**config.mk**
```make
export PLATFORM = sky130hd
export DESIGN_NAME = audio_rx_fifo_irq_control
export DESIGN_NICKNAME = d
export VERILOG_FILES = /design/src/rtl/audio_rx_fifo_irq_control.v
export VERILOG_INCLUDE_DIRS = /design/src /design/src/rtl
export SDC_FILE = /design/constraint.sdc
export NUM_CORES = 2
export LEC_CHECK = 0
export ABC_AREA = 0
export BUFFER_PORTS_ARGS = -buffer_cell sky130_fd_sc_hd__buf_2
export CAP_MARGIN = 5
export CORE_MARGIN = 4
export CORE_UTILIZATION = 56
export DETAILED_ROUTE_END_ITERATION = 12
export PLACE_DENSITY = 0.72
export SKIP_LAST_GASP = 1
export SLEW_MARGIN = 25
export SYNTH_ARGS = -nofsm -noshare
export SYNTH_HDL_FRONTEND = slang
export SYNTH_SLANG_ARGS = --single-unit
```
**constraint.sdc**
```tcl
create_clock -name CLOCK -period 4.31 [get_ports CLOCK]
set_input_delay 0 -clock CLOCK [delete_from_list [all_inputs] [get_ports CLOCK]]
set_output_delay 0 -clock CLOCK [all_outputs]
set_load 0.01 [all_outputs]
```
**src/rtl/audio_rx_defines.vh**
```
// register indexes, field positions and reset values of the audio receive control block
`ifndef AUDIO_RX_DEFINES_VH
`define AUDIO_RX_DEFINES_VH
// ----------------------------------------
// register indexes (byte address is four times the index)
// ----------------------------------------
`define IDX_RX_SUBST_BYTE 14'h2761
`define IDX_RX_CTRL 14'h2762
`define IDX_RX_RPTR 14'h2763
`define IDX_RX_WPTR 14'h2764
`define IDX_RX_STATUS 14'h276A
`define IDX_RX_DMA_COUNT 14'h276B
`define IDX_TX_IRQ_ENA 14'h2770
`define IDX_RX_IRQ_ENA 14'h2771
`define IDX_DMA_IRQ_ENA 14'h2772
`define IDX_TX_IRQ_SRC 14'h2773
`define IDX_RX_IRQ_SRC 14'h2774
`define IDX_DMA_IRQ_SRC 14'h2775
// ----------------------------------------
// field positions
// ----------------------------------------
`define CTRL_DMA_GO 3
`define CTRL_SUBST 2
`define CTRL_PTR_RESET 1
`define CTRL_FILL 0
`define STS_FILLING 4
`define STS_PUSH 3
`define STS_POP 2
`define IRQ_EMPTY 7
`define IRQ_FULL 6
`define DMA_TX_DONE 4
`define DMA_RX_DONE 0
// ----------------------------------------
// reset values and bus codes
// ----------------------------------------
`define REG8_RESET 8'h00
`define PTR_RESET 8'h00
`define HTRANS_NONSEQ_BIT 1
`define HSIZE_WORD 3'h2
`define HRESP_OKAY 1'h0
`define FILL_LAST 8'hFF
`endif

```
**src/rtl/audio_rx_fifo_irq_control.v**
```verilog
// receive audio FIFO control, DMA byte feed and interrupt enable/source registers on AHB-Lite
//
// Local design decision: the AHB-Lite register port.
`timescale 1ns/10ps
`include "audio_rx_defines.vh"
module audio_rx_fifo_irq_control #(
    parameter DEPTH_BITS = 8
)(
    input wire CLOCK,
    input wire NRST,
    input wire HSEL,
    input wire [31:0] HADDR,
    input wire [1:0] HTRANS,
    input wire HWRITE,
    input wire [2:0] HSIZE,
    input wire [31:0] HWDATA,
    input wire HREADY,
    output wire HREADYOUT,
    output reg [31:0] HRDATA,
    output wire HRESP,
    input wire [7:0] MAC_DATA,
    input wire MAC_VALID,
    output wire MAC_READY,
    input wire POP_REQ,
    output reg [7:0] POP_DATA,
    output reg POP_VALID,
    input wire TX_EMPTY,
    input wire TX_FULL,
    input wire TX_DMA_DONE,
    output wire UNDERFLOW,
    output wire OVERFLOW,
    output wire IRQ
);
    // ----------------------------------------
    // helpers
    // ----------------------------------------
    // wrap-around step of an 8-bit store address
    function [DEPTH_BITS-1:0] bump;
        input [DEPTH_BITS-1:0] p;
        begin
            bump = p + {{(DEPTH_BITS-1){1'b0}}, 1'b1};
        end
    endfunction

    // ----------------------------------------
    // reset release
    // ----------------------------------------
    reg rst_meta;
    reg rst_n;
    // async assert, two-flop release
    always @(posedge CLOCK or negedge NRST)
    begin
        if (!NRST)
        begin
            rst_meta <= 1'b0;
            rst_n <= 1'b0;
        end
        else
        begin
            rst_meta <= 1'b1;
            rst_n <= rst_meta;
        end
    end

    // ----------------------------------------
    // state
    // ----------------------------------------
    reg [7:0] store [0:(1<<DEPTH_BITS)-1];
    reg [7:0] subst_byte;
    reg subst_en;
    reg [DEPTH_BITS-1:0] rptr;
    reg [DEPTH_BITS-1:0] wptr;
    reg rwrap;
    reg wwrap;
    reg [7:0] dma_count;
    reg [7:0] dma_left;
    reg dma_busy;
    reg filling;
    reg [DEPTH_BITS-1:0] fill_idx;
    reg push_flag;
    reg pop_flag;
    reg under;
    reg over;
    reg [1:0] tx_ena;
    reg [1:0] rx_ena;
    reg [1:0] dma_ena;
    reg [1:0] tx_src;
    reg [1:0] rx_src;
    reg [1:0] dma_src;
    reg wr_pend;
    reg [13:0] wr_idx;

    // ----------------------------------------
    // bus address phase
    // ----------------------------------------
    wire addr_ok = (HADDR[31:16] == 16'h0000) && (HADDR[1:0] == 2'b00);
    wire take = HSEL && HREADY && HTRANS[`HTRANS_NONSEQ_BIT] && addr_ok && (HSIZE == `HSIZE_WORD);
    wire [13:0] idx = HADDR[15:2];
    wire [7:0] wdat = HWDATA[7:0];
    wire wr_now = wr_pend;
    wire [7:0] rd_sel;

    // zero wait states; the slave never stalls and always answers okay
    assign HREADYOUT = 1'b1;
    assign HRESP = `HRESP_OKAY;

    // latch a write address for the following data phase
    always @(posedge CLOCK or negedge rst_n)
    begin
        if (!rst_n)
        begin
            wr_pend <= 1'b0;
            wr_idx <= 14'h0000;
        end
        else
        begin
            wr_pend <= take && HWRITE;
            wr_idx <= idx;
        end
    end

    // per-register write strobes in the data phase
    wire w_ctrl = wr_now && (wr_idx == `IDX_RX_CTRL);
    wire w_rptr = wr_now && (wr_idx == `IDX_RX_RPTR);
    wire w_wptr = wr_now && (wr_idx == `IDX_RX_WPTR);
    wire dma_go = w_ctrl && wdat[`CTRL_DMA_GO];
    wire ptr_reset = w_ctrl && wdat[`CTRL_PTR_RESET];
    wire fill_go = w_ctrl && wdat[`CTRL_FILL];

    // ----------------------------------------
    // fifo flags and transfer strobes
    // ----------------------------------------
    wire same = (rptr == wptr);
    wire empty = same && (rwrap == wwrap);
    wire full = same && (rwrap != wwrap);
    // dma feed stalls while full or filling so no byte is ever dropped
    assign MAC_READY = dma_busy && !full && !filling;
    wire push = MAC_VALID && MAC_READY;
    wire pop = POP_REQ && !filling && !empty;
    wire rx_done_evt = dma_busy && ((push && dma_left == 8'h01) || dma_left == 8'h00);
    assign UNDERFLOW = under;
    assign OVERFLOW = over;

    // ----------------------------------------
    // store and fill sequencer
    // ----------------------------------------
    // fill owns the write port; push is held off meanwhile
    always @(posedge CLOCK)
    begin
        if (filling)
            store[fill_idx] <= subst_byte;
        else if (push)
            store[wptr] <= MAC_DATA;
    end

    // fill walks all 256 locations, one per cycle
    always @(posedge CLOCK or negedge rst_n)
    begin
        if (!rst_n)
        begin
            filling <= 1'b0;
            fill_idx <= {DEPTH_BITS{1'b0}};
        end
        else if (fill_go && !filling)
        begin
            filling <= 1'b1;
            fill_idx <= {DEPTH_BITS{1'b0}};
        end
        else if (filling)
        begin
            fill_idx <= bump(fill_idx);
            if (fill_idx == `FILL_LAST)
                filling <= 1'b0;
        end
    end

    // ----------------------------------------
    // pointers
    // ----------------------------------------
    // software write of a pointer wins over a transfer in the same cycle
    always @(posedge CLOCK or negedge rst_n)
    begin
        if (!rst_n)
        begin
            rptr <= `PTR_RESET;
            wptr <= `PTR_RESET;
            rwrap <= 1'b0;
            wwrap <= 1'b0;
        end
        else if (ptr_reset)
        begin
            rptr <= `PTR_RESET;
            wptr <= `PTR_RESET;
            rwrap <= 1'b0;
            wwrap <= 1'b0;
        end
        else
        begin
            if (w_rptr)
                rptr <= wdat;
            else if (pop)
            begin
                rptr <= bump(rptr);
                if (rptr == `FILL_LAST)
                    rwrap <= ~rwrap;
            end
            if (w_wptr)
                wptr <= wdat;
            else if (push)
            begin
                wptr <= bump(wptr);
                if (wptr == `FILL_LAST)
                    wwrap <= ~wwrap;
            end
        end
    end

    // ----------------------------------------
    // pop side and activity flags
    // ----------------------------------------
    // an empty or muted pop still answers, with the substitute byte
    always @(posedge CLOCK or negedge rst_n)
    begin
        if (!rst_n)
        begin
            POP_DATA <= `REG8_RESET;
            POP_VALID <= 1'b0;
            push_flag <= 1'b0;
            pop_flag <= 1'b0;
            under <= 1'b0;
            over <= 1'b0;
        end
        else
        begin
            POP_VALID <= POP_REQ;
            if (POP_REQ)
                POP_DATA <= (subst_en || !pop) ? subst_byte : store[rptr];
            push_flag <= push;
            pop_flag <= pop;
            if (ptr_reset)
            begin
                under <= 1'b0;
                over <= 1'b0;
            end
            // a refused transfer in the clearing cycle still counts:
            // the set is written last so it wins over the clear
            if (POP_REQ && !pop)
                under <= 1'b1;
            if (MAC_VALID && dma_busy && full)
                over <= 1'b1;
        end
    end

    // ----------------------------------------
    // receive dma
    // ----------------------------------------
    // a zero count finishes at once; go during a run restarts it
    always @(posedge CLOCK or negedge rst_n)
    begin
        if (!rst_n)
        begin
            dma_busy <= 1'b0;
            dma_left <= `REG8_RESET;
        end
        else if (dma_go)
        begin
            dma_busy <= 1'b1;
            dma_left <= dma_count;
        end
        else if (dma_busy)
        begin
            if (push)
                dma_left <= dma_left - 8'h01;
            if (rx_done_evt)
                dma_busy <= 1'b0;
        end
    end

    // ----------------------------------------
    // software registers and interrupt sources
    // ----------------------------------------
    // a hardware set in the clearing cycle wins over the clear
    always @(posedge CLOCK or negedge rst_n)
    begin
        if (!rst_n)
        begin
            subst_byte <= `REG8_RESET;
            subst_en <= 1'b0;
            dma_count <= `REG8_RESET;
            tx_ena <= 2'h0;
            rx_ena <= 2'h0;
            dma_ena <= 2'h0;
            tx_src <= 2'h0;
            rx_src <= 2'h0;
            dma_src <= 2'h0;
        end
        else
        begin
            if (wr_now && wr_idx == `IDX_RX_SUBST_BYTE)
                subst_byte <= wdat;
            if (w_ctrl)
                subst_en <= wdat[`CTRL_SUBST];
            if (wr_now && wr_idx == `IDX_RX_DMA_COUNT)
                dma_count <= wdat;
            if (wr_now && wr_idx == `IDX_TX_IRQ_ENA)
                tx_ena <= {wdat[`IRQ_EMPTY], wdat[`IRQ_FULL]};
            if (wr_now && wr_idx == `IDX_RX_IRQ_ENA)
                rx_ena <= {wdat[`IRQ_EMPTY], wdat[`IRQ_FULL]};
            if (wr_now && wr_idx == `IDX_DMA_IRQ_ENA)
                dma_ena <= {wdat[`DMA_TX_DONE], wdat[`DMA_RX_DONE]};
            tx_src <= (tx_src & ~((wr_now && wr_idx == `IDX_TX_IRQ_SRC) ?
                {wdat[`IRQ_EMPTY], wdat[`IRQ_FULL]} : 2'h0))
                | ({TX_EMPTY, TX_FULL} & tx_ena);
            rx_src <= (rx_src & ~((wr_now && wr_idx == `IDX_RX_IRQ_SRC) ?
                {wdat[`IRQ_EMPTY], wdat[`IRQ_FULL]} : 2'h0))
                | ({empty, full} & rx_ena);
            dma_src <= (dma_src & ~((wr_now && wr_idx == `IDX_DMA_IRQ_SRC) ?
                {wdat[`DMA_TX_DONE], wdat[`DMA_RX_DONE]} : 2'h0))
                | ({TX_DMA_DONE, rx_done_evt});
        end
    end

    assign IRQ = |(tx_src & tx_ena) | |(rx_src & rx_ena) | |(dma_src & dma_ena);

    // ----------------------------------------
    // read mux, captured in the address phase
    // ----------------------------------------
    // write-only control bits read back as zero; unmapped indexes read zero
    assign rd_sel =
        (idx == `IDX_RX_SUBST_BYTE) ? subst_byte :
        (idx == `IDX_RX_CTRL) ? ({7'h00, subst_en} << `CTRL_SUBST) :
        (idx == `IDX_RX_RPTR) ? rptr :
        (idx == `IDX_RX_WPTR) ? wptr :
        (idx == `IDX_RX_STATUS) ? (({7'h00, filling} << `STS_FILLING) | ({7'h00, push_flag} << `STS_PUSH)
            | ({7'h00, pop_flag} << `STS_POP)) :
        (idx == `IDX_RX_DMA_COUNT) ? dma_count :
        (idx == `IDX_TX_IRQ_ENA) ? {tx_ena, 6'h00} :
        (idx == `IDX_RX_IRQ_ENA) ? {rx_ena, 6'h00} :
        (idx == `IDX_DMA_IRQ_ENA) ? {3'h0, dma_ena[1], 3'h0, dma_ena[0]} :
        (idx == `IDX_TX_IRQ_SRC) ? {tx_src, 6'h00} :
        (idx == `IDX_RX_IRQ_SRC) ? {rx_src, 6'h00} :
        (idx == `IDX_DMA_IRQ_SRC) ? {3'h0, dma_src[1], 3'h0, dma_src[0]} :
        8'h00;

    // read data is fixed in the address phase; a write landing at that same edge is not yet seen
    always @(posedge CLOCK or negedge rst_n)
    begin
        if (!rst_n)
            HRDATA <= 32'h00000000;
        else if (take && !HWRITE)
            HRDATA <= {24'h000000, rd_sel};
    end
endmodule

```
==> out/results.ini <==
[critical_path]
cp-start-kind=flop
path_buf_inv=3
critPathRequiredTime_ns=4.85
endpoint_kind=flop
worst_path_max_delay_cell=nand2_1
setup.worst_path.class=flop to flop
cpPeakStageDelay_ns=0.62
path_cells=xnor2_1, nand4_1, o311ai_4, buf_12, inv_2, o31ai_2, nand2_1, nor2_1, buf_4
cpLargestDelayFamily=simple AND/OR/NAND/NOR gates
crit_fanout=16
arrival_ns=4.66

[cells_and_area]
final_cell_area_sq_mm=0.09716
largest_reg_flops=2048
fin_nets=4985
reg_top3=store: 2048 flops, wr_idx: 14 flops
area_growth_pct=13.95
seqCellArea_sq_mm=0.06409
n_fill_cell=9907
drive_gt1_share_pct=25.73
regMostFlops=store
multiInputGateArea_sq_mm=0.01967

[clock_tree]
hold_buffers=63
cts_tree=yes
post-cts-setup-buffer-count=0
cts_sinks=2151
cts_made_buffers=204
cts_resized=0
cts_root_buf=clkbuf_16
htreeDepth=4
clk_pin_slew_ns=0.06
clock_path_buffers=3
clk_latency_ns=0.85

[route]
via_per_inst=6.623
dr.pass1.iters=9
drt_iter0_drc=6824
num_vias=46900
totalWireLength_um=224200
antenna_left=0
wire_per_inst_um=31.66
drc=0

[floorplanning]
dieWidth_um=398.2
fp.dieH_um=398.2
die_area_sq_mm=0.1586
rows=142
core_sq_mm=0.1505
start_util_pct=56.66
io_pins=134

[sta]
whs_ns=0.04090
setup_violations=0
max_freq_ghz=0.2428
hold_viol_final=0
worst_slew_pin_slew_ns=1.082
slew-limit-headroom_pct=27.59
rsz0062_at_grt=no
layout_setup_ws_ns=0.1916
fin_worst_skew_ns=0.04206
fin_crit_ns=4.118
finalCritPeriodShare_pct=95.55
drv_slew=0

[yosys]
synth-edff-count=2048
synth_ff_type=edfxtp_1
seq_area_frac_synth_pct=75.15
yosys.area.top_type=edfxtp_1
yosys_warnings=0
async_flop_share_pct=4.788
syn_area_sq_mm=0.08527
avgSynthCellArea_sq_um=19.23
postSynthCellCount=4435
synth.area.top_cells=edfxtp_1 (72%), mux4_2 (11%), dfrtp_1 (3.0%)
yosysUniqueCellTypes=79
synth_seq_cells=2151
synth_top_area_share_pct=72.13

[hold_path]
hold_path_class=primary input to flop

[placed_design]
dp_hpwl_um=135600
place.gp.congestion=0.9517
port_buffers=82
place_ws_ns=0.3475
place_area_sq_mm=0.09000

[run_status]
status=finished, final reports clean

[power]
p_per_area_mw_per_mm2=578.2
p_leak_nw=31.73
ir_drop_mv=0.5956

[flow_run]
max-cap-violations=0

[global_route]
grt_max_degree=169
antenna_found_initial=10
track_usage_pct=28.50
grt_pass1_wl_um=325100
grt-ovfl-total=0
grt_pass1_vias=46060

## final cells by class
type,instances,share of cell area [%]
Sequential cell,2151,65.97
Multi-Input combinational cell,1998,20.25
Clock buffer,251,5.534
Timing Repair Buffer,516,4.395
Tap cell,2016,2.596
Clock inverter,126,1.172
Inverter,22,0.08757
Antenna cell,1,0.002576
## routing by layer
layer  track usage, %  vias up  part of all wire (%)  routed length [um]
met4            10.29        8                   4.0                9066
li1                 -    18940                     -                   -
met1            41.55    24290                    38               85760
met5                0        -                 0.025                  55
met2            42.39     3185                    46              102200
met3            7.233      485                    12               27170
## worst min-delay path: cells and delay by family
kind,cells,cell delay (ns)
simple gates,2,0.53
buf+inv,1,0.08
## power breakdown
group | internal [mW] | leakage (nW) | switching, mW | total (mW)
Clock | 9.84 | 3.17 | 7.73 | 17.6
Combinational | 6.16 | 8.94 | 9.27 | 15.4
Sequential | 23.0 | 19.6 | 0.183 | 23.2
## per-stage QoR
step                 TNS, ns  utilization [%]  total power, mW  std cells
floorplan           -1096.00                -            33.54       4460
global placement           0            59.80            38.56       6639
detailed placement         0            59.81            38.68       6639
CTS                        0            64.55            56.08       7079
global route               0            64.56            57.76       7080
finish                     0            64.56            56.18       7081
## logic make-up (layout without fill, tap and decap cells)
logic type	Yosys count	in the layout	share of synthesized area, %
mux	650	650	13.98
other cells	2	28	0.008808
fa+ha+maj	5	5	0.07337
buf+inv	311	915	2.079
flops	2151	2151	75.15
compound gates	444	444	3.641
xor+xnor	33	33	0.3654
simple gates	839	839	4.702
## worst paths after layout
kind,from,end,slack (ns),cells after the start
max,rptr[1],store[135][0],0.19,9
min,MAC_DATA[0],store[158][0],0.04,3
max reg2reg,rptr[1],store[135][0],0.19,9
min reg2reg,rst_meta,rst_n,0.37,0
max in group asynchronous,rst_n,rptr[2],2.79,1
min in group asynchronous,rst_n,wr_idx[10],0.44,0
## synth_stat cells (all sizes together), types with 4 or more instances
library cell and count:
edfxtp 2048, nor2 357, o31ai 13, nand2 150, a31oi 13, nand3 60, o21ai 34, clkbuf 83
or2 14, nand4 24, o22ai 102, a22oi 72, mux2 69, or4 15, nor3b 4, nand3b 5
nor2b 45, a21oi 76, nand4b 4, mux2i 155, a311oi 8, mux4 426, xnor2 24, and3 15
o221ai 13, a211oi 42, a22o 10, nand2b 31, nor4 28, dfrtp 103, and2 11, xor2 9
or3 5, nor3 58, inv 22, a2111oi 20, a221oi 18, buf 206, ha 5
## cell usage in the layout (no fill, tap or decap), types with 22 or more instances in the layout
master and n:
a211oi_1 42, a21oi_1 76, a22oi_1 72, buf_12 35
buf_2 82, buf_4 334, clkbuf_1 42, clkbuf_16 208
clkinv_1 44, clkinv_2 41, conb_1 27, dfrtp_1 98
dlygate4sd3_1 64, edfxtp_1 2048, mux2_2 69, mux2i_1 155
mux4_2 426, nand2_1 131, nand2b_1 22, nand3_1 57
nand4_1 24, nor2_1 356, nor2b_1 42, nor3_1 57
nor4_1 26, o21ai_0 31, o22ai_1 102
No activity file was read; power rests on OpenSTA's default activity.
